===== config.mk =====
export PLATFORM = sky130hd
export DESIGN_NAME = otd_option_trim_loader
export DESIGN_NICKNAME = d
export VERILOG_FILES = /design/src/pkg/otd_pkg.sv /design/src/hw/otd_trim_decode.sv /design/src/hw/otd_option_trim_loader.sv
export SDC_FILE = /design/constraint.sdc
export NUM_CORES = 1
export LEC_CHECK = 0
export ABC_CLOCK_PERIOD_IN_PS = 3600
export BUFFER_PORTS_ARGS = -buffer_cell sky130_fd_sc_hd__buf_2
export CAP_MARGIN = 15
export CORE_ASPECT_RATIO = 1.5
export CORE_UTILIZATION = 60
export DETAILED_ROUTE_END_ITERATION = 7
export GPL_TIMING_DRIVEN = 0
export PLACE_DENSITY_LB_ADDON = 0.2
export SYNTH_ARGS = -nofsm -noshare
export SYNTH_HDL_FRONTEND = slang
export SYNTH_SLANG_ARGS = --single-unit

===== constraint.sdc =====
create_clock -name ref_clk -period 3.6 [get_ports ref_clk]
set_input_delay 0.36 -clock ref_clk [delete_from_list [all_inputs] [get_ports ref_clk]]
set_output_delay 0.36 -clock ref_clk [all_outputs]
set_load 0.1 [all_outputs]

===== src/pkg/otd_pkg.sv =====
// Purpose: Shared constants and types for the option and trim byte decoder.
// Assumes: Byte-wide flash read port and byte-wide CPU register file port.
// Notes: Reserved option and trim bits are erased ones; the decode never looks at them.
package otd_pkg;

    // CPU register file addresses of the trim index and trim value registers.
    localparam logic [11:0] OTD_TRIM_INDEX_ADDR = 12'hFF6;
    localparam logic [11:0] OTD_TRIM_VALUE_ADDR = 12'hFF7;

    // Flash locations: second user option byte and the first trim byte.
    localparam logic [15:0] OTD_OPTION_ADDR = 16'h0001;
    localparam logic [15:0] OTD_TRIM_BASE_ADDR = 16'h0020;

    // Number of trim bytes in the information page window.
    localparam int OTD_TRIM_BYTES = 32;

    // Trim byte indices that drive analog adjustments.
    localparam int OTD_IDX_TEMP_FINE = 0;
    localparam int OTD_IDX_TEMP_COARSE = 1;
    localparam int OTD_IDX_OSC = 2;
    localparam int OTD_IDX_LOW_VOLT = 3;
    localparam int OTD_IDX_BAND_GAP = 4;

    // Field positions inside the option and trim bytes.
    localparam int OTD_CRYSTAL_OFF_BIT = 4;
    localparam int OTD_FINE_LSB = 4;
    localparam int OTD_FINE_W = 4;
    localparam int OTD_ULTRA_W = 3;
    localparam int OTD_COARSE_W = 5;
    localparam int OTD_OSC_W = 8;
    localparam int OTD_LVD_W = 5;
    localparam int OTD_BG_W = 6;

    // Working copy values used before the flash has been read.
    localparam logic [7:0] OTD_OPTION_RESET = 8'hFF;
    localparam logic [7:0] OTD_TRIM_RESET = 8'hFF;
    localparam logic [7:0] OTD_LVD_RESET = 8'hE4;

    // Low-voltage threshold arithmetic, in millivolts.
    localparam logic [11:0] OTD_LVD_BASE_MV = 12'hC80;
    localparam logic [11:0] OTD_LVD_STEP_MV = 12'h032;

    // Decoded working trim fields handed to the analog blocks.
    typedef struct packed {
        logic [3:0] temp_fine_offset;
        logic [2:0] temp_ultra_offset;
        logic [4:0] temp_coarse_offset;
        logic [7:0] precision_osc_adjust;
        logic [4:0] low_voltage_threshold_adjust;
        logic [11:0] low_voltage_level;
        logic [5:0] band_gap_adjust;
    } otd_trim_fields_type;

    // Raw working bytes that feed the decoder.
    typedef struct packed {
        logic [7:0] temp_sensor_fine_trim;
        logic [7:0] temp_sensor_coarse_trim;
        logic [7:0] oscillator_trim;
        logic [7:0] low_voltage_trim;
        logic [7:0] band_gap_trim;
    } otd_trim_bytes_type;

endpackage : otd_pkg


===== src/hw/otd_trim_decode.sv =====
// Purpose: Splits the working trim bytes into the analog adjustment fields.
// Assumes: Bytes come from flops on the same clock.
// Notes: Outputs are registered so the analog side sees glitch-free codes.
`timescale 1ns/1ps
module otd_trim_decode
    import otd_pkg::*;
(
    // Clock and reset.
    input wire logic ref_clk,
    input wire logic rst_n,
    // Working trim bytes.
    input wire otd_trim_bytes_type trim_bytes,
    // Decoded fields.
    output otd_trim_fields_type trim_fields
);

    // Threshold in millivolts: base minus code times the step.
    function automatic logic [11:0] otd_lvd_mv(input logic [4:0] code);
        logic [11:0] drop;
        drop = 12'(code) * OTD_LVD_STEP_MV;
        return OTD_LVD_BASE_MV - drop;
    endfunction : otd_lvd_mv

    // Field extraction; reserved bits are simply not picked up.
    otd_trim_fields_type fields_next;
    otd_trim_fields_type fields_reset;
    wire logic [4:0] lvd_code = trim_bytes.low_voltage_trim[OTD_LVD_W-1:0];

    assign fields_next.temp_fine_offset =
        trim_bytes.temp_sensor_fine_trim[OTD_FINE_LSB +: OTD_FINE_W];
    assign fields_next.temp_ultra_offset =
        trim_bytes.temp_sensor_fine_trim[OTD_ULTRA_W-1:0];
    assign fields_next.temp_coarse_offset =
        trim_bytes.temp_sensor_coarse_trim[OTD_COARSE_W-1:0];
    assign fields_next.precision_osc_adjust =
        trim_bytes.oscillator_trim[OTD_OSC_W-1:0];
    assign fields_next.low_voltage_threshold_adjust = lvd_code;
    assign fields_next.low_voltage_level = otd_lvd_mv(lvd_code);
    assign fields_next.band_gap_adjust =
        trim_bytes.band_gap_trim[OTD_BG_W-1:0];

    // Reset view matches the working bytes' reset values.
    assign fields_reset.temp_fine_offset = OTD_TRIM_RESET[OTD_FINE_LSB +: OTD_FINE_W];
    assign fields_reset.temp_ultra_offset = OTD_TRIM_RESET[OTD_ULTRA_W-1:0];
    assign fields_reset.temp_coarse_offset = OTD_TRIM_RESET[OTD_COARSE_W-1:0];
    assign fields_reset.precision_osc_adjust = OTD_TRIM_RESET[OTD_OSC_W-1:0];
    assign fields_reset.low_voltage_threshold_adjust = OTD_LVD_RESET[OTD_LVD_W-1:0];
    assign fields_reset.low_voltage_level = otd_lvd_mv(OTD_LVD_RESET[OTD_LVD_W-1:0]);
    assign fields_reset.band_gap_adjust = OTD_TRIM_RESET[OTD_BG_W-1:0];

    // Output register.
    always_ff @(posedge ref_clk) begin
        if (!rst_n) begin
            trim_fields <= fields_reset;
        end else begin
            trim_fields <= fields_next;
        end
    end

endmodule : otd_trim_decode


===== src/hw/otd_option_trim_loader.sv =====
// Purpose: Loads option and trim bytes from flash at every reset and decodes them.
// Assumes: Flash read port and CPU register port run on ref_clk; no sync needed.
// Notes: Flash is only ever read here; the working copies live in flops.
`timescale 1ns/1ps
module otd_option_trim_loader
    import otd_pkg::*;
#(
    parameter int TRIM_BYTES = OTD_TRIM_BYTES
)
(
    // Clock and reset.
    input wire logic ref_clk,
    input wire logic rst_n,
    // Stop-mode recovery request, one cycle, from the power controller.
    input wire logic stop_recovery,
    // Flash read port.
    output logic flash_rd_req,
    output logic flash_rd_info,
    output logic [15:0] flash_rd_addr,
    input wire logic flash_rd_ack,
    input wire logic [7:0] flash_rd_data,
    // CPU register file port.
    input wire logic [11:0] reg_addr,
    input wire logic reg_wr,
    input wire logic reg_rd,
    input wire logic [7:0] reg_wdata,
    output logic reg_hit,
    output logic [7:0] reg_rdata,
    // Reset sequencing and oscillator control.
    output logic cpu_hold,
    output logic crystal_osc_enable,
    output logic crystal_off_in_reset,
    // Decoded working trim fields.
    output otd_trim_fields_type trim_fields
);

    localparam int IDX_W = $clog2(TRIM_BYTES);

    // The index register is eight bits wide and the fixed decode needs bytes 0 to 4.
    // The size is refused at elaboration, so no run ever starts with a window it cannot serve.
    if (TRIM_BYTES < 5 || TRIM_BYTES > 256) begin : g_size_check
        $error("TRIM_BYTES must lie between 5 and 256");
    end

    // Loader states, one-hot.
    typedef enum logic [3:0] {
        ST_RESET = 4'b0001,
        ST_OPTION = 4'b0010,
        ST_TRIM = 4'b0100,
        ST_RUN = 4'b1000
    } otd_state_type;

    // Maps a trim index to its information page location.
    function automatic logic [15:0] otd_trim_location(input logic [IDX_W-1:0] idx);
        return OTD_TRIM_BASE_ADDR + 16'(idx);
    endfunction : otd_trim_location

    // True when an index addresses an existing trim byte.
    function automatic logic otd_index_valid(input logic [7:0] idx);
        return 9'(idx) < 9'(TRIM_BYTES);
    endfunction : otd_index_valid

    otd_state_type state_reg;
    otd_state_type state_next;
    logic [IDX_W-1:0] load_idx_reg;
    logic [IDX_W-1:0] load_idx_next;
    logic [7:0] option_reg;
    logic [7:0] option_next;
    logic [7:0] index_reg;
    logic [7:0] index_next;
    logic [7:0] rdata_reg;
    logic [7:0] rdata_next;
    logic [7:0] trim_mem [TRIM_BYTES];
    otd_trim_bytes_type trim_bytes;

    // State decode.
    wire logic in_reset = state_reg == ST_RESET;
    wire logic in_option = state_reg == ST_OPTION;
    wire logic in_trim = state_reg == ST_TRIM;
    wire logic in_run = state_reg == ST_RUN;
    wire logic last_idx = load_idx_reg == IDX_W'(TRIM_BYTES - 1);

    // Flash captures during the load sequence.
    wire logic option_take = in_option && flash_rd_ack;
    wire logic trim_take = in_trim && flash_rd_ack;

    // CPU register decode; the port is refused while a load is running.
    wire logic sel_index = reg_addr == OTD_TRIM_INDEX_ADDR;
    wire logic sel_value = reg_addr == OTD_TRIM_VALUE_ADDR;
    wire logic cpu_ok = in_run;
    wire logic index_wr = cpu_ok && reg_wr && sel_index;
    wire logic value_wr = cpu_ok && reg_wr && sel_value && otd_index_valid(index_reg);
    wire logic any_rd = cpu_ok && reg_rd;
    wire logic [IDX_W-1:0] cpu_idx = index_reg[IDX_W-1:0];

    // Read data: the byte picked by the index, or zero when out of range.
    wire logic [7:0] value_rd_data = otd_index_valid(index_reg) ? trim_mem[cpu_idx] : 8'h00;

    // Working memory write port, shared by loader and CPU.
    wire logic mem_we = trim_take || value_wr;
    wire logic [IDX_W-1:0] mem_waddr = trim_take ? load_idx_reg : cpu_idx;
    wire logic [7:0] mem_wdata = trim_take ? flash_rd_data : reg_wdata;

    // Next-state logic of the loader.
    always_comb begin
        state_next = state_reg;
        load_idx_next = load_idx_reg;
        case (state_reg)
            ST_RESET: begin
                state_next = ST_OPTION;
                load_idx_next = '0;
            end
            ST_OPTION: begin
                if (flash_rd_ack) begin
                    state_next = ST_TRIM;
                end
            end
            ST_TRIM: begin
                if (flash_rd_ack) begin
                    if (last_idx) begin
                        state_next = ST_RUN;
                    end else begin
                        load_idx_next = load_idx_reg + IDX_W'(1);
                    end
                end
            end
            ST_RUN: begin
                if (stop_recovery) begin
                    state_next = ST_OPTION;
                    load_idx_next = '0;
                end
            end
            default: begin
                state_next = ST_RESET;
                load_idx_next = '0;
            end
        endcase
    end

    // Loader state registers; any reset restarts the reload.
    always_ff @(posedge ref_clk) begin
        if (!rst_n) begin
            state_reg <= ST_RESET;
            load_idx_reg <= '0;
        end else begin
            state_reg <= state_next;
            load_idx_reg <= load_idx_next;
        end
    end

    // Option working copy, captured from the flash at each load.
    assign option_next = option_take ? flash_rd_data : option_reg;

    always_ff @(posedge ref_clk) begin
        if (!rst_n) begin
            option_reg <= OTD_OPTION_RESET;
        end else begin
            option_reg <= option_next;
        end
    end

    // Trim index register, software visible.
    assign index_next = index_wr ? reg_wdata : index_reg;

    always_ff @(posedge ref_clk) begin
        if (!rst_n) begin
            index_reg <= 8'h00;
        end else begin
            index_reg <= index_next;
        end
    end

    // Read data register, updated on every read while running; unmapped addresses load zero.
    assign rdata_next = !any_rd ? rdata_reg :
                        sel_index ? index_reg :
                        sel_value ? value_rd_data : 8'h00;

    always_ff @(posedge ref_clk) begin
        if (!rst_n) begin
            rdata_reg <= 8'h00;
        end else begin
            rdata_reg <= rdata_next;
        end
    end

    // Working trim bytes; reloaded from flash, the flash itself is never written.
    always_ff @(posedge ref_clk) begin
        if (mem_we) begin
            trim_mem[mem_waddr] <= mem_wdata;
        end
    end

    // Bytes that feed the fixed analog decode.
    assign trim_bytes.temp_sensor_fine_trim = trim_mem[OTD_IDX_TEMP_FINE];
    assign trim_bytes.temp_sensor_coarse_trim = trim_mem[OTD_IDX_TEMP_COARSE];
    assign trim_bytes.oscillator_trim = trim_mem[OTD_IDX_OSC];
    assign trim_bytes.low_voltage_trim = trim_mem[OTD_IDX_LOW_VOLT];
    assign trim_bytes.band_gap_trim = trim_mem[OTD_IDX_BAND_GAP];

    // Decoded fields are held at their reset view until the trim bytes are loaded.
    otd_trim_fields_type decoded_fields;
    logic trim_loaded_reg;

    // Marks that the working bytes hold flash contents.
    always_ff @(posedge ref_clk) begin
        if (!rst_n) begin
            trim_loaded_reg <= 1'b0;
        end else if (trim_take && last_idx) begin
            trim_loaded_reg <= 1'b1;
        end
    end

    otd_trim_decode u_decode (
        .ref_clk(ref_clk),
        .rst_n(rst_n && trim_loaded_reg),
        .trim_bytes(trim_bytes),
        .trim_fields(decoded_fields)
    );

    assign trim_fields = decoded_fields;

    // Flash request: option byte first, then the trim bytes in order.
    assign flash_rd_req = in_option || in_trim;
    assign flash_rd_info = in_trim;
    assign flash_rd_addr = in_trim ? otd_trim_location(load_idx_reg) : OTD_OPTION_ADDR;

    // CPU stays held until the whole load has finished.
    assign cpu_hold = !in_run;

    // Crystal runs during reset only when the option bit is clear.
    assign crystal_off_in_reset = option_reg[OTD_CRYSTAL_OFF_BIT];
    assign crystal_osc_enable = !in_run && !crystal_off_in_reset;

    // Only the enable is driven here; clock source selection stays with software.
    // No clock-select output exists in this block.

    // Register port answers.
    assign reg_hit = sel_index || sel_value;
    assign reg_rdata = rdata_reg;

    // Through a load after reset the decoded outputs and read data hold reset values, but not through a stop-recovery reload;
    // reserved bits of every byte are ignored by the decode.

endmodule : otd_option_trim_loader


==> After elaboration in Yosys (flattened, before gate mapping) <==
Memory sizes are Yosys's and may differ from the RTL's. A register that Yosys moved wholly into a read port is not among the register bits.
Index checks and enable logic that the tools add are counted.
{ "word_totals": {"ff_bits": 48, "ramBits": 256, "out_inout_bits": 73, "word_cells": 67, "n_memories": 1} }
{ "classes": {"addsub": 3, "multipliers": 1, "magnitude_cmp": 1, "eq_ne": 12, "mux": 19, "n_bitwise": 1, "reduce_logical": 21} }
{ "mem_list": {"columns": ["memory", "depth", "word_bits", "read_ports", "rd_clocked_by_memory_dff", "wr", "line_no", "rtl"], "rows": [
  ["trim_mem", 32, 8, 6, 5, 1, "otd_option_trim_loader.sv:73", "logic [7:0] trim_mem [TRIM_BYTES];"]
]} }
{ "ops": {"columns": ["operator", "n"], "rows": [
  ["8-bit two-way mux", 4],
  ["5-bit two-way mux", 6],
  ["12-bit equality test (second input constant)", 2],
  ["4-bit two-way mux", 4],
  ["4-bit case mux with 4 select lines", 1],
  ["5-bit case mux with 3 select lines", 1],
  ["12-bit by 11-bit subtractor with 12-bit output (first input constant)", 1],
  ["1-bit logical AND", 10],
  ["5-bit by 5-bit multiplier with 10-bit output (second input constant)", 1],
  ["8-bit by 6-bit less-than comparator with 1-bit output (second input constant)", 1],
  ["2-bit != test (second input constant)", 4],
  ["4-bit AND reduction", 2],
  ["6-bit by 5-bit adder with 7-bit output (first input constant)", 1],
  ["7-bit two-way mux", 1],
  ["1-bit zero test", 6],
  ["5-bit by 1-bit adder with 5-bit output (second input constant)", 1],
  ["5-bit equality test (second input constant)", 1],
  ["4-bit by 1-bit equality test with 1-bit output (second input constant)", 1],
  ["4-bit by 2-bit equality test with 1-bit output (second input constant)", 1],
  ["4-bit by 3-bit equality test with 1-bit output (second input constant)", 1],
  ["4-bit equality test (second input constant)", 1],
  ["1-bit logical OR", 3],
  ["1-bit two-way mux", 2],
  ["2-bit by 1-bit != test with 1-bit output (second input constant)", 1],
  ["1-bit NOT", 1]
]} }

==> Depth between registers and ports, before layout <==
Gate-level depths: netlist of run 1.
{ "logic_depth": {"ltp_word": 7, "depth_mapped": 12} }

==> Cells and area by module <==
From an unflattened synthesis of run 1, not the netlist that was laid out.
{ "unflattened": {"cells_unflattened": 841, "hier_area_um2": 13472.9} }
{ "by_module_without_submodules": {"columns": ["mod", "instances", "cells_per_inst", "area_per_inst_um2", "seq_area_each_um2"], "rows": [
  ["otd_option_trim_loader", 1, 695, 11820.1, 8328.0],
  ["otd_trim_decode", 1, 146, 1652.8, 820.8]
]} }

==> Worst setup path after synthesis of run 1 <==
OpenSTA, ideal clock, no wires.
{ "synth_path": {"kind": "register -> register", "startpoint": "reg state_reg[1]", "endpoint": "reg load_idx_reg[3]", "arrival_ns": 3.540, "required_ns": 3.519, "setup_slack_ns": -0.021, "path_stages_with_launch": 6, "n_path_buf": 1, "period_less_slack_ns": 3.621, "path_cell_list": "dfxtp_1 -> buf_2 -> xor2_1 -> nor3b_1 -> o21ai_0 -> a21oi_1"} }
{ "synth_between": {"elab_chain_cells": 3} }
{ "synth_lines": {"columns": ["element", "line_no", "rtl"], "rows": [
  ["start: declaration", "otd_option_trim_loader.sv:63", "otd_state_type state_reg;"],
  ["start signal: assignment", "otd_option_trim_loader.sv:146", "state_reg <= state_next;"],
  ["4-bit by 3-bit equality test with 1-bit output, or another cell as far along", "otd_option_trim_loader.sv:108", "case (state_reg)"],
  ["2-bit != test (no line) / 1-bit NOT (equally long branches)", null, null],
  ["4-bit AND reduction (no line)", null, null],
  ["end signal: assignment", "otd_option_trim_loader.sv:147", "load_idx_reg <= load_idx_next;"],
  ["end: declaration", "otd_option_trim_loader.sv:65", "logic [IDX_W-1:0] load_idx_reg;"]
]} }
Several ways; a longest one is shown, not always the timed one.
A chain may end at the register's enable or synchronous reset.

==> Final worst setup path of run 1 <==
{ "layout_path": {"startpoint": "reg index_reg[5]", "endpoint": "mem trim_mem[16][3] (enable)"} }
{ "layout_between": {"elab_chain_cells": 5} }
{ "layout_lines": {"columns": ["element", "line_no", "rtl"], "rows": [
  ["start: declaration", "otd_option_trim_loader.sv:69", "logic [7:0] index_reg;"],
  ["start signal: assignment", "otd_option_trim_loader.sv:169", "index_reg <= index_next;"],
  ["8-bit by 6-bit less-than comparator with 1-bit output", "otd_option_trim_loader.sv:60", "return 9'(idx) < 9'(TRIM_BYTES);"],
  ["1-bit logical AND", "otd_option_trim_loader.sv:92", "wire logic value_wr = cpu_ok && reg_wr && sel_value && otd_index_valid(index_reg);"],
  ["1-bit logical OR", "otd_option_trim_loader.sv:100", "wire logic mem_we = trim_take || value_wr;"],
  ["1-bit two-way mux", "otd_option_trim_loader.sv:188", "if (mem_we) begin"],
  ["1-bit two-way mux (implied by the code)", "otd_option_trim_loader.sv:189", "trim_mem[mem_waddr] <= mem_wdata;"],
  ["end: declaration", "otd_option_trim_loader.sv:73", null]
]} }
Every way passes these cells.

==> impl_results.md, run 1 <==
- Initial DRC count: 550
- Die Y: between 150 and 200 um
- Post-CTS Setup Bufs: 0
- Final Core Density: 70.75%
- Biggest register: trim_mem
- Critical-path top delay cell: nor2_1
- Layout cells sized above 1: between 20% and 30%
- Post-synth top area share: between 50% and 60%
- Worst reg2reg startpoint: index_reg[5]$_SDFFE_PN0P_
- Hold path depth: 3
- DRC: 0
- DR vias: ~7900
- Placer congestion estimate: around 0.95
- Slew HR: about a fifth
- Diodes inserted: 0
- Pwr dens: 499.8 nW/um2
- Pre-antenna DRT Iters: 6
- Asr flop ratio synth: 0%
- Main flop type after synthesis: edfxtp_1
- Latest clock arrival within the worst-skew pair: between 0.5 and 0.6 ns
- DP Wirelength: between 20000 and 25000 um
- Final ANT Viol Nets: 0
- Fin crit share: between 80% and 90%
- Max-cap violation count: 0
- Max reg flops: 256
- Worst slew pin tran: between 1 and 1.5 ns
- Post-synth EDFFs: 256
- Synth Area in Simple Gates: between 8 and 9%
- Buf+Inv Stages, Crit Path: 0
- F_max: between 300 and 400 MHz
- CTS Sinks: 329
- Crit path capture type: flip-flop
- Cell Rows: between 60 and 70
- Cell variety after synth: 54
- P_leak: 5.257 nW
- I/O pins: approximately 110
- Kind of cell adding the most delay to the critical path: simple AND/OR/NAND/NOR gates
- Worst slack, placed: 0.3791 ns
- CTS Hold Buffers Added: 0
- Tmin final: 3.174 ns
- Reg clk slew, reported paths: approximately 0.07 ns
- CP max FO: 8
- Peak supply drop: ~0.42 mV
- Area of the mapped netlist: roughly 13000 um2
- Die Wd: between 100 and 150 um
- Max clock buf depth: 3
- Adder-cell share of the synthesized area: roughly 2.1%
- Hold Fails Final Rpt: 0
- GRT Residual Overflow: 0
- First-pass GRT wire length: roughly 46000 um
- Number of global-route vias before repair: between 7000 and 8000
- Post-Synth XOR/XNOR Area: less than 1%
- Status: complete, no violations
- Initial antenna violation count: 0
- CTS tree: built
- Post-Syn Instances: roughly 840
- Final setup TNS: 0 ns
- Worst R2R Path Depth: 6
- Post-Layout Cell Count: between 1000 and 1500
- Final Skew: ~0.013 ns
- Port Buffer Count: 95
- Final Slew Violations: 0
- Vias per cell: between 6 and 7
- HP Start: reg_wdata[6]
- Total CTS buffers: 29
- Die ar.: 22890 um2
- P&R area growth vs syn: 15.39%
- H-tree levels: 1
- Seq cells post-synth: 329
- Area leader, netlist: edfxtp_1
- Fin worst setup slack: about 0.43 ns
- Post-CTS Resized: 0
- Worst Path Required: about 3.8 ns
- Synth Area in Compound Gates: ~4.7%
- Fin nets: around 1000
- Final setup viols: 0
- CP startpoint kind: flip-flop
- Mean routed wirelength per cell: approximately 25 um
- Type of the worst setup path: flip-flop to flip-flop
- Total power: 7.709 mW
- Largest net degree at the start of global routing: 33
- Root buffer cell: clkbuf_16
- Slowest stage delay, CP: between 0.8 and 0.9 ns
- HP Class: primary input to flip-flop
- Post-Route WL: 31740 um
- Synthesized area per cell: 15.88 um2
- Biggest regs: trim_mem x256, u_decode.trim_fields x41
- Placed cells: 1220
- Main combinational cell family by area after synthesis: multiplexers
- Post-synthesis mux area share: between 10% and 20%
- R2R Setup Slk: about 0.43 ns
- Initial core utilization: 61.32%
- Core ar.: approximately 22000 um2
- Synth area leaders: edfxtp_1, dfxtp_1, mux4_2, mux2i_1, ha_1
- Crit-path cells: or4b_4 -> nor4_4 -> nand3_1 -> nand2_1 -> o21ai_1 -> nor2_1
- Total track usage: 28.52%
- Synthesis Warnings: 0
- Sequential area share after synthesis: between 60% and 70%
- RSZ-0062 raised after global routing: no
- Arr. time, crit path: approximately 3.4 ns
- Hold endpoint: index_reg[6]$_SDFFE_PN0P_
- R2r endpoint: trim_mem[16][3]$_DFFE_PP_
layout make-up:
cell class	count	area [um2]
fill	1442	6376
tap	272	340.3
sequential	329	9149
multi-input combinational	461	3884
clock inverter	18	224.0
clock buffer	36	795.8
buffer	50	344.1
timing repair buffer	102	643.1
inverter	12	45.04
worst min-delay path, delay by kind of cell:
family / cells / cell delay (ns)
and+or+nand+nor: 1 / 0.07
buffers and inverters: 1 / 0.10
muxes: 1 / 0.07
layout by cell type (no fill, tap or decap), drive strengths merged, types with 27 or more instances in the layout:
master / Yosys / routed
mux2i: 35 / 35
dfxtp: 73 / 73
nand2: 48 / 48
nor2: 67 / 67
a21oi: 27 / 27
buf: 39 / 141
mux4: 54 / 54
clkbuf: 11 / 47
nand2b: 38 / 38
edfxtp: 256 / 256
metal layers:
layer | GRT usage, % | vias to the layer above | wire (um)
li1 | - | 3484 | -
met1 | 34.66 | 3887 | 11660
met2 | 49.29 | 414 | 16110
met3 | 3.941 | 94 | 2244
met4 | 14.31 | 0 | 1729
met5 | 0 | - | 0
worst max path at each step:
stage,cells past startpoint,start,endpoint
finish,6,index_reg[5]$_SDFFE_PN0P_,trim_mem[16][3]$_DFFE_PP_
CTS,6,index_reg[5]$_SDFFE_PN0P_,trim_mem[20][6]$_DFFE_PP_
detailed placement,7,reg_addr[0],trim_mem[20][7]$_DFFE_PP_
global route,6,index_reg[6]$_SDFFE_PN0P_,trim_mem[20][6]$_DFFE_PP_
floorplan,2,reg_addr[4],reg_hit
global placement,5,state_reg[3]$_SDFFE_PN0P_,trim_mem[28][4]$_DFFE_PP_
report_power, final:
part	switching [mW]	leakage (nW)	internal, mW
combinational	0.229	1.86	0.0823
sequential	0.00475	2.89	4.10
clock	1.36	0.509	1.93
total	1.60	5.26	6.11
cell families (layout without fill, tap and decap cells):
group,after synthesis,after routing
DFF,329,329
and+or+nand+nor,225,225
AOI/OAI and AO/OA,94,94
muxes,94,94
buffers and inverters,62,218
adders and majority gates,22,22
xor gates and xnor gates,15,15
other,1,11
synth_stat cells, types with 2 or more instances:
cell type	count
a211oi_1	6
inv_1	12
nand3b_1	3
o21ai_0	16
nor2b_1	12
nand2b_1	37
o21ai_1	3
a2111oi_1	3
nor2_1	67
a221oi_1	10
a21oi_1	27
a31oi_1	6
nor3b_1	9
buf_4	19
xor2_1	9
a22oi_1	8
buf_2	13
mux4_2	54
nand4_1	2
and2_1	11
or3_1	4
nor4_4	2
or2_1	2
o21ai_2	2
nand2_1	48
buf_6	4
nand3_1	5
ha_1	21
mux2_2	5
buf_8	2
nor3_1	12
and3_1	5
dfxtp_1	73
mux2i_1	35
edfxtp_1	256
o211ai_1	5
xnor2_1	6
a221oi_2	2
clkbuf_1	11
stage by stage:
step	hold slack (ns)	cell area, um2
finish	0.08570	15420
global route	0.08837	15420
CTS	0.06650	15280
detailed placement	0.4447	14260
global placement	0.4418	14230
floorplan	0.4228	13410
Note: power is estimated with default switching activity, not from simulation.
==> run 2, diff against run 1 <==
PLACE_DENSITY = 0.79   (was not set)
PLACE_DENSITY_LB_ADDON = not set   (was 0.2)
SYNTH_HIERARCHICAL = 1   (was not set)
==> run 2 against run 1 <==
Net effect: global-route usage decreased by 0.54 points; critical path depth rose by 2; maximum frequency down 4.2%; non-clock buffer count decreased by 3; register-to-register slack worse by 0.14 ns; cell count fell by 0.23%; clock skew is essentially flat; critical endpoint is now trim_mem[18][2]$_DFFE_PP_.
==> impl_results.md, run 2 <==
- Hold endpoint: option_reg[4]$_SDFFE_PN1P_
- Tmin final: 3.312 ns (+0.1377 ns)
- Placer congestion estimate: 0.8417 (-11%)
- Worst slew pin tran: 1.174 ns (+0.002093 ns)
- CTS Hold Buffers Added: 0 (unchanged)
- Vias per cell: 6.273 (+1.9%)
- F_max: 301.9 MHz (-4.2%)
- Crit path capture type: flip-flop
- Final ANT Viol Nets: 0 (unchanged)
- Type of the worst setup path: flip-flop to flip-flop
- R2r endpoint: trim_mem[18][2]$_DFFE_PP_
- Latest clock arrival within the worst-skew pair: 0.56 ns (about the same)
- Asr flop ratio synth: 0% (unchanged)
- Biggest register: trim_mem
- Initial core utilization: 61.57% (+0.25 points)
- Initial DRC count: 722 (+31%)
- Commonest cells after routing, fill and taps aside: edfxtp_1, buf_2, dfxtp_1, nand2_1, mux4_2
- Pwr dens: 484.8 nW/um2 (-3.0%)
- HP Start: flash_rd_data[4]
- Number of global-route vias before repair: 8001 (+3.1%)
- DRC: 0 (unchanged)
- Peak supply drop: 0.3824 mV (-10%)
- Layout cells sized above 1: 25.82% (-0.17 points)
- Post-Route WL: 32270 um (+1.7%)
- Most common cell in the netlist: edfxtp_1
- Mean routed wirelength per cell: 25.27 um (+1.9%)
- HP Class: primary input to flip-flop
- Die Wd: 124.4 um (+0.38%)
- Post-Layout Cell Count: 1277 (-0.23%)
- Dpl cell area: 14320 um2 (+0.40%)
- Largest net degree at the start of global routing: 33 (unchanged)
- P&R area growth vs syn: 13.94%
- First-pass GRT wire length: 47060 um (+1.9%)
- Worst Path Required: 3.78 ns (about the same)
- Post-synth top area share: 57.06% (-0.45 points)
- Synthesis Warnings: 6 (+6)
- DP Wirelength: 21570 um (+0.15%)
- Post-CTS Setup Bufs: 0 (unchanged)
- Main flop type after synthesis: edfxtp_1
- Post-CTS Resized: 0 (unchanged)
- Slew HR: 21.54% (+0.20 points)
- Commonest non-fill, non-tap cell in the layout: edfxtp_1
- Max clock buf depth: 3 (unchanged)
- CTS tree: built
- Cell Rows: 66 (unchanged)
- Synthesized area per cell: 16.02 um2 (+0.91%)
- Placed cells: 1217 (-0.25%)
- Final setup viols: 0 (unchanged)
- Die Y: 185.5 um (+0.39%)
- Reg clk slew, reported paths: 0.07 ns (about the same)
- Area leader, netlist: edfxtp_1
- Cell variety after synth: 66 (+22%)
- Total track usage: 27.97% (-0.54 points)
- Initial antenna violation count: 2 (+2)
- H-tree levels: 1 (unchanged)
- Fin crit share: 92.00% (+3.8 points)
- Hold Fails Final Rpt: 0 (unchanged)
- R2R Setup Slk: 0.29 ns (-0.14 ns)
- Status: complete, no violations
- Synth area leaders: edfxtp_1, dfxtp_1, mux4_2, mux2i_1, ha_1
- Sequential area share after synthesis: 67.90% (-0.53 points)
- Pre-antenna DRT Iters: 5 (-1)
- Root buffer cell: clkbuf_16
- RSZ-0062 raised after global routing: no
- Final Slew Violations: 0 (unchanged)
- Final Skew: 0.01359 ns (+0.0004199 ns)
- CP max FO: 8 (unchanged)
- CP startpoint kind: flip-flop
- Area of the mapped netlist: 13470 um2 (+0.79%)
- Max reg flops: 256 (unchanged)
- Biggest regs: trim_mem x256, u_decode/trim_fields x41
- Total CTS buffers: 30 (+3.4%)
- GRT Residual Overflow: 0 (unchanged)
- Final setup TNS: 0 ns (unchanged)
- Finished Cell Area: 15350 um2 (-0.48%)
- CTS Sinks: 329 (unchanged)
- P_leak: 5.172 nW (-1.6%)
- Max-cap violation count: 0 (unchanged)
- Arr. time, crit path: 3.49 ns (+0.14 ns)
- Fin nets: 1036 (-0.48%)
- DR vias: 8010 (+1.7%)
- Post-Syn Instances: 841 (-0.12%)
- I/O pins: 107 (unchanged)
- Seq cells post-synth: 329 (unchanged)
- Port Buffer Count: 94 (-1.1%)
- Worst reg2reg startpoint: state_reg[2]$_SDFFE_PN0P_
- Worst R2R Path Depth: 8 (+2)
- Core ar.: 21880 um2 (+0.38%)
- Hold path depth: 3 (unchanged)
- Post-synth top cells: edfxtp_1, dfxtp_1, nand2_1
- Post-synth EDFFs: 256 (unchanged)
- Die ar.: 23070 um2 (+0.77%)
[run 2: cell count changes in the layout (fill, tap and decap cells not counted), sizes merged, moves of 7 or more]
cell,delta
a21oi,-12
a22oi,-7
buf,-8
clkbuf,+8
mux2i,+14
nand2,+18
nand3,+7
nor2,-27
[run 2: how the worst max path moves through the flow]
stage / start / to / slack (ns) / cells after the start
2_1_floorplan: reg_addr[4] / reg_hit / 0.56 / 2
3_3_place_gp: state_reg[2]$_SDFFE_PN0P_ / trim_mem[1][0]$_DFFE_PP_ / 0.43 / 8
3_5_place_dp: state_reg[2]$_SDFFE_PN0P_ / trim_mem[0][5]$_DFFE_PP_ / 0.38 / 8
4_1_cts: state_reg[2]$_SDFFE_PN0P_ / trim_mem[0][6]$_DFFE_PP_ / 0.33 / 8
5_1_grt: state_reg[2]$_SDFFE_PN0P_ / trim_mem[18][6]$_DFFE_PP_ / 0.17 / 8
6_report: state_reg[2]$_SDFFE_PN0P_ / trim_mem[18][2]$_DFFE_PP_ / 0.29 / 8
[run 2: final cells by class]
cell class              instances  area, um2
inverters                      13      50.05
fillers                      1379       6533
repair buffers                 98      533.0
diodes                          2      5.005
well taps                     272      340.3
clock inverters                16      160.2
plain buffers                  51      321.6
flip-flops and latches        329       9149
multi-input cells             457       3986
clock buffers                  39      805.8
[run 2: critical path, cell delays in order, from the launching register on]
cell,delay [ns]
dfxtp_1,0.43
or4b_1,0.44
buf_2,0.17
clkinv_2,0.06
and2_4,0.13
buf_6,0.12
mux2i_2,0.62
nand2b_1,0.23
nor2_1,0.74
[run 2: kinds of logic (layout without fill, tap and decap cells)]
family / count (synthesis) / count (layout) / synth area share (%)
AOI/OAI and AO/OA: 83 / 83 / 4.513
xor gates and xnor gates: 15 / 15 / 1.087
adders and majority gates: 22 / 22 / 2.099
buffers and inverters: 64 / 217 / 2.758
DFF: 329 / 329 / 67.90
muxes: 106 / 106 / 12.95
other: 2 / 13 / 0.05574
and+or+nand+nor: 220 / 220 / 8.637
[run 2: routing by layer]
layer / part of all wire (%) / up-vias / track usage, % / wire [um]
met3: 8.7 / 103 / 5.001 / 2811
li1: - / 3455 / - / -
met1: 35 / 3951 / 31.97 / 11130
met2: 52 / 501 / 49.83 / 16790
met4: 4.8 / 0 / 15.57 / 1536
met5: 0 / - / 0 / 0
[run 2: report_power, final]
group          internal (mW)  switching [mW]  total [mW]
Sequential              4.09         0.00706        4.10
Combinational         0.0464           0.153       0.199
Clock                   1.79            1.35        3.14
[run 2: stage by stage]
step | utilization, % | total power, mW | setup slack, ns | hold WS, ns
after floorplan | - | 4.313 | 0.5616 | 0.4228
after global placement | 65.43 | 4.370 | 0.4312 | 0.4334
after detailed placement | 65.45 | 4.376 | 0.3831 | 0.4370
after CTS | 69.86 | 7.444 | 0.3309 | 0.03621
after global routing | 70.15 | 7.586 | 0.1655 | 0.06248
final | 70.15 | 7.441 | 0.2879 | 0.05516
==> run 3, diff against run 2 <==
BUFFER_PORTS_ARGS = not set   (was -buffer_cell sky130_fd_sc_hd__buf_2)
DONT_BUFFER_PORTS = 1   (was not set)
PLACE_DENSITY = 0.75   (was 0.79)
==> run 3 against run 2 <==
Net effect: cell area shrank 3.3%; die area is the same; first-iteration DRC count shrank 4.2%; highest routed layer unchanged; sequential share of layout area grew 2.0 points; combinational power shrank 13%; wire length shrank 1.1%.
==> impl_results.md, run 3 (synthesis results as in run 2) <==
- Hold Fails Final Rpt: 0 (unchanged)
- Die Y: 185.5 um (unchanged)
- Mean routed wirelength per cell: 27.06 um (+7.1%)
- Combinational share of power: 2.4% (-0.3 points)
- Hold WS: 0.004717 ns (-0.05044 ns)
- Arr. time, crit path: 3.59 ns (+0.10 ns)
- Commonest cells after routing, fill and taps aside: edfxtp_1, dfxtp_1, nand2_1, mux4_2, mux2i_1
- Final Slew Violations: 0 (unchanged)
- Buf+Inv Stages, Crit Path: 3 (unchanged)
- Kind of cell adding the most delay to the critical path: simple AND/OR/NAND/NOR gates
- HP Class: primary input to flip-flop
- Peak supply drop: 0.3520 mV (-8.0%)
- Biggest register: trim_mem
- Fin crit share: 95.36% (+3.4 points)
- Number of global-route vias before repair: 7662 (-4.2%)
- Layout cells sized above 1: 19.16% (-6.7 points)
- Crit path capture type: flip-flop
- Post-CTS Setup Bufs: 0 (unchanged)
- Sequential cell area: 9149 um2 (unchanged)
- Clock power frac: 41.0% (-1.2 points)
- Status: complete, no violations
- Placed cells: 1123 (-7.7%)
- CP startpoint kind: flip-flop
- CP max FO: 8 (unchanged)
- Sequential Power Share: 56.6% (+1.5 points)
- Critical-path top delay cell: nor2_1
- Root buffer cell: clkbuf_16
- Final Skew: 0.007647 ns (-0.005941 ns)
- Fillers: 1434 (+4.0%)
- Cell Rows: 66 (unchanged)
- CTS Sinks: 329 (unchanged)
- Largest net degree at the start of global routing: 33 (unchanged)
- DP Wirelength: 21940 um (+1.7%)
- NetSw: 1.480 mW (-2.0%)
- Post-Layout Cell Count: 1180 (-7.6%)
- Post-Route WL: 31930 um (-1.1%)
- Total track usage: 27.90% (-0.078 points)
- Multi-input logic area: 4005 um2 (+0.47%)
- Crit-path cells: or4b_1 -> buf_2 -> clkinv_2 -> and2_4 -> buf_6 -> mux2i_2 -> nand2_1 -> nor2_1
- Die Wd: 124.4 um (unchanged)
- Worst slew pin tran: 1.202 ns (+0.02793 ns)
- Diodes inserted: 0 (-2)
- DRC: 0 (unchanged)
- Final setup TNS: 0 ns (unchanged)
- First-pass GRT wire length: 47060 um (unchanged)
- Port Buffer Count: 0 (-100%)
- Max-cap violation count: 0 (unchanged)
- I/O pins: 107 (unchanged)
- Die ar.: 23070 um2 (unchanged)
- Latest clock arrival within the worst-skew pair: 0.54 ns (-0.02 ns)
- Worst Path Required: 3.76 ns (-0.02 ns)
- Initial antenna violation count: 0 (-2)
- Slowest stage delay, CP: 0.89 ns (+0.15 ns)
- P&R area growth vs syn: 10.23%
- Initial core utilization: 61.57% (unchanged)
- Pwr dens: 487.9 nW/um2 (+0.64%)
- Reg clk slew, reported paths: 0.06 ns (about the same)
- H-tree levels: 1 (unchanged)
- Pre-antenna DRT Iters: 5 (unchanged)
- Commonest non-fill, non-tap cell in the layout: edfxtp_1
- Final setup viols: 0 (unchanged)
- RSZ-0062 raised after global routing: no
- Max clock buf depth: 3 (unchanged)
- Final ANT Viol Nets: 0 (unchanged)
- F_max: 291.3 MHz (-3.5%)
- P_leak: 4.803 nW (-7.1%)
- Slew HR: 19.67% (-1.9 points)
- Vias per cell: 6.353 (+1.3%)
- Core ar.: 21880 um2 (unchanged)
- CTS tree: built
- DR vias: 7496 (-6.4%)
- Placer congestion estimate: 0.9208 (+9.4%)
- Max reg flops: 256 (unchanged)
- Tmin final: 3.433 ns (+0.1208 ns)
- Fin nets: 942 (-9.1%)
- Biggest regs: trim_mem x256, u_decode/trim_fields x41
- Total CTS buffers: 29 (-3.3%)
- GRT Residual Overflow: 0 (unchanged)
- Type of the worst setup path: flip-flop to flip-flop
- Int Pwr: 5.766 mW (-2.8%)
- Switch share: 20.43% (+0.13 points)
- Initial DRC count: 692 (-4.2%)
[run 3: changes by cell type in the layout (fill, tap and decap cells not counted), moves of 2 or more]
cell	delta
clkinv_2	+3
nor2_1	-3
diode_2	-2
buf_2	-95
clkbuf_8	+2
clkinv_1	-5
bufinv_16	-2
nor2_2	+3
[run 3: path summary, 6_finish.rpt]
path,from,end,slack [ns],depth (start not counted)
worst max-delay path,state_reg[2]$_SDFFE_PN0P_,trim_mem[20][2]$_DFFE_PP_,0.17,8
worst min-delay path,reg_wdata[5],index_reg[5]$_SDFFE_PN0P_,0.005,2
worst max register to register,state_reg[2]$_SDFFE_PN0P_,trim_mem[20][2]$_DFFE_PP_,0.17,8
worst min register to register,trim_loaded_reg$_SDFFE_PN0P_,trim_loaded_reg$_SDFFE_PN0P_,0.46,1
[run 3: stage by stage]
step	instance area (um2)	utilization, %	setup WS [ns]	total power [mW]
after floorplan	13510	-	0.5616	4.313
after global placement	13850	63.28	0.3362	4.344
after detailed placement	13880	63.43	0.2887	4.353
after CTS	14790	67.60	0.2479	7.248
after global routing	14850	67.87	0.05455	7.408
final	14850	67.87	0.1671	7.246
[run 3: power by group through the flow]
stage          clock (mW)  combinational, mW  sequential, mW
2_1_floorplan           0              0.130            4.18
3_3_place_gp            0              0.158            4.19
3_5_place_dp            0              0.165            4.19
4_1_cts              2.98              0.166            4.11
5_1_grt              3.12              0.185            4.10
6_report             2.97              0.174            4.10
[run 3: area by class of cell]
cell class	instances	share of cell area (%)
Sequential cell	329	61.60
Multi-Input combinational cell	457	26.97
Clock buffer	39	5.417
Tap cell	272	2.291
Buffer	51	2.165
Clock inverter	14	0.6655
Timing Repair Buffer	5	0.5560
Inverter	13	0.3370
[run 3: what timing repair did]
item                                   4_1_cts  5_1_grt
endpoints found under the hold margin        1        0
hold buffers                                 1        0
gates resized for setup                      0        0
[run 3: routing by layer]
| layer | wire, um | GRT usage, % | vias up |
|---|---|---|---|
| met2 | 16470 | 48.95 | 390 |
| met3 | 2390 | 5.289 | 83 |
| met5 | 0 | 0 | - |
| li1 | - | - | 3264 |
| met1 | 11530 | 32.65 | 3759 |
| met4 | 1533 | 14.80 | 0 |
[run 3: worst reg2reg max path, cell delays in order (launching register included)]
cell and delay (ns):
dfxtp_1 0.44, or4b_1 0.44, buf_2 0.18, clkinv_2 0.07, and2_4 0.13, buf_6 0.12
mux2i_2 0.57, nand2_1 0.21, nor2_1 0.89
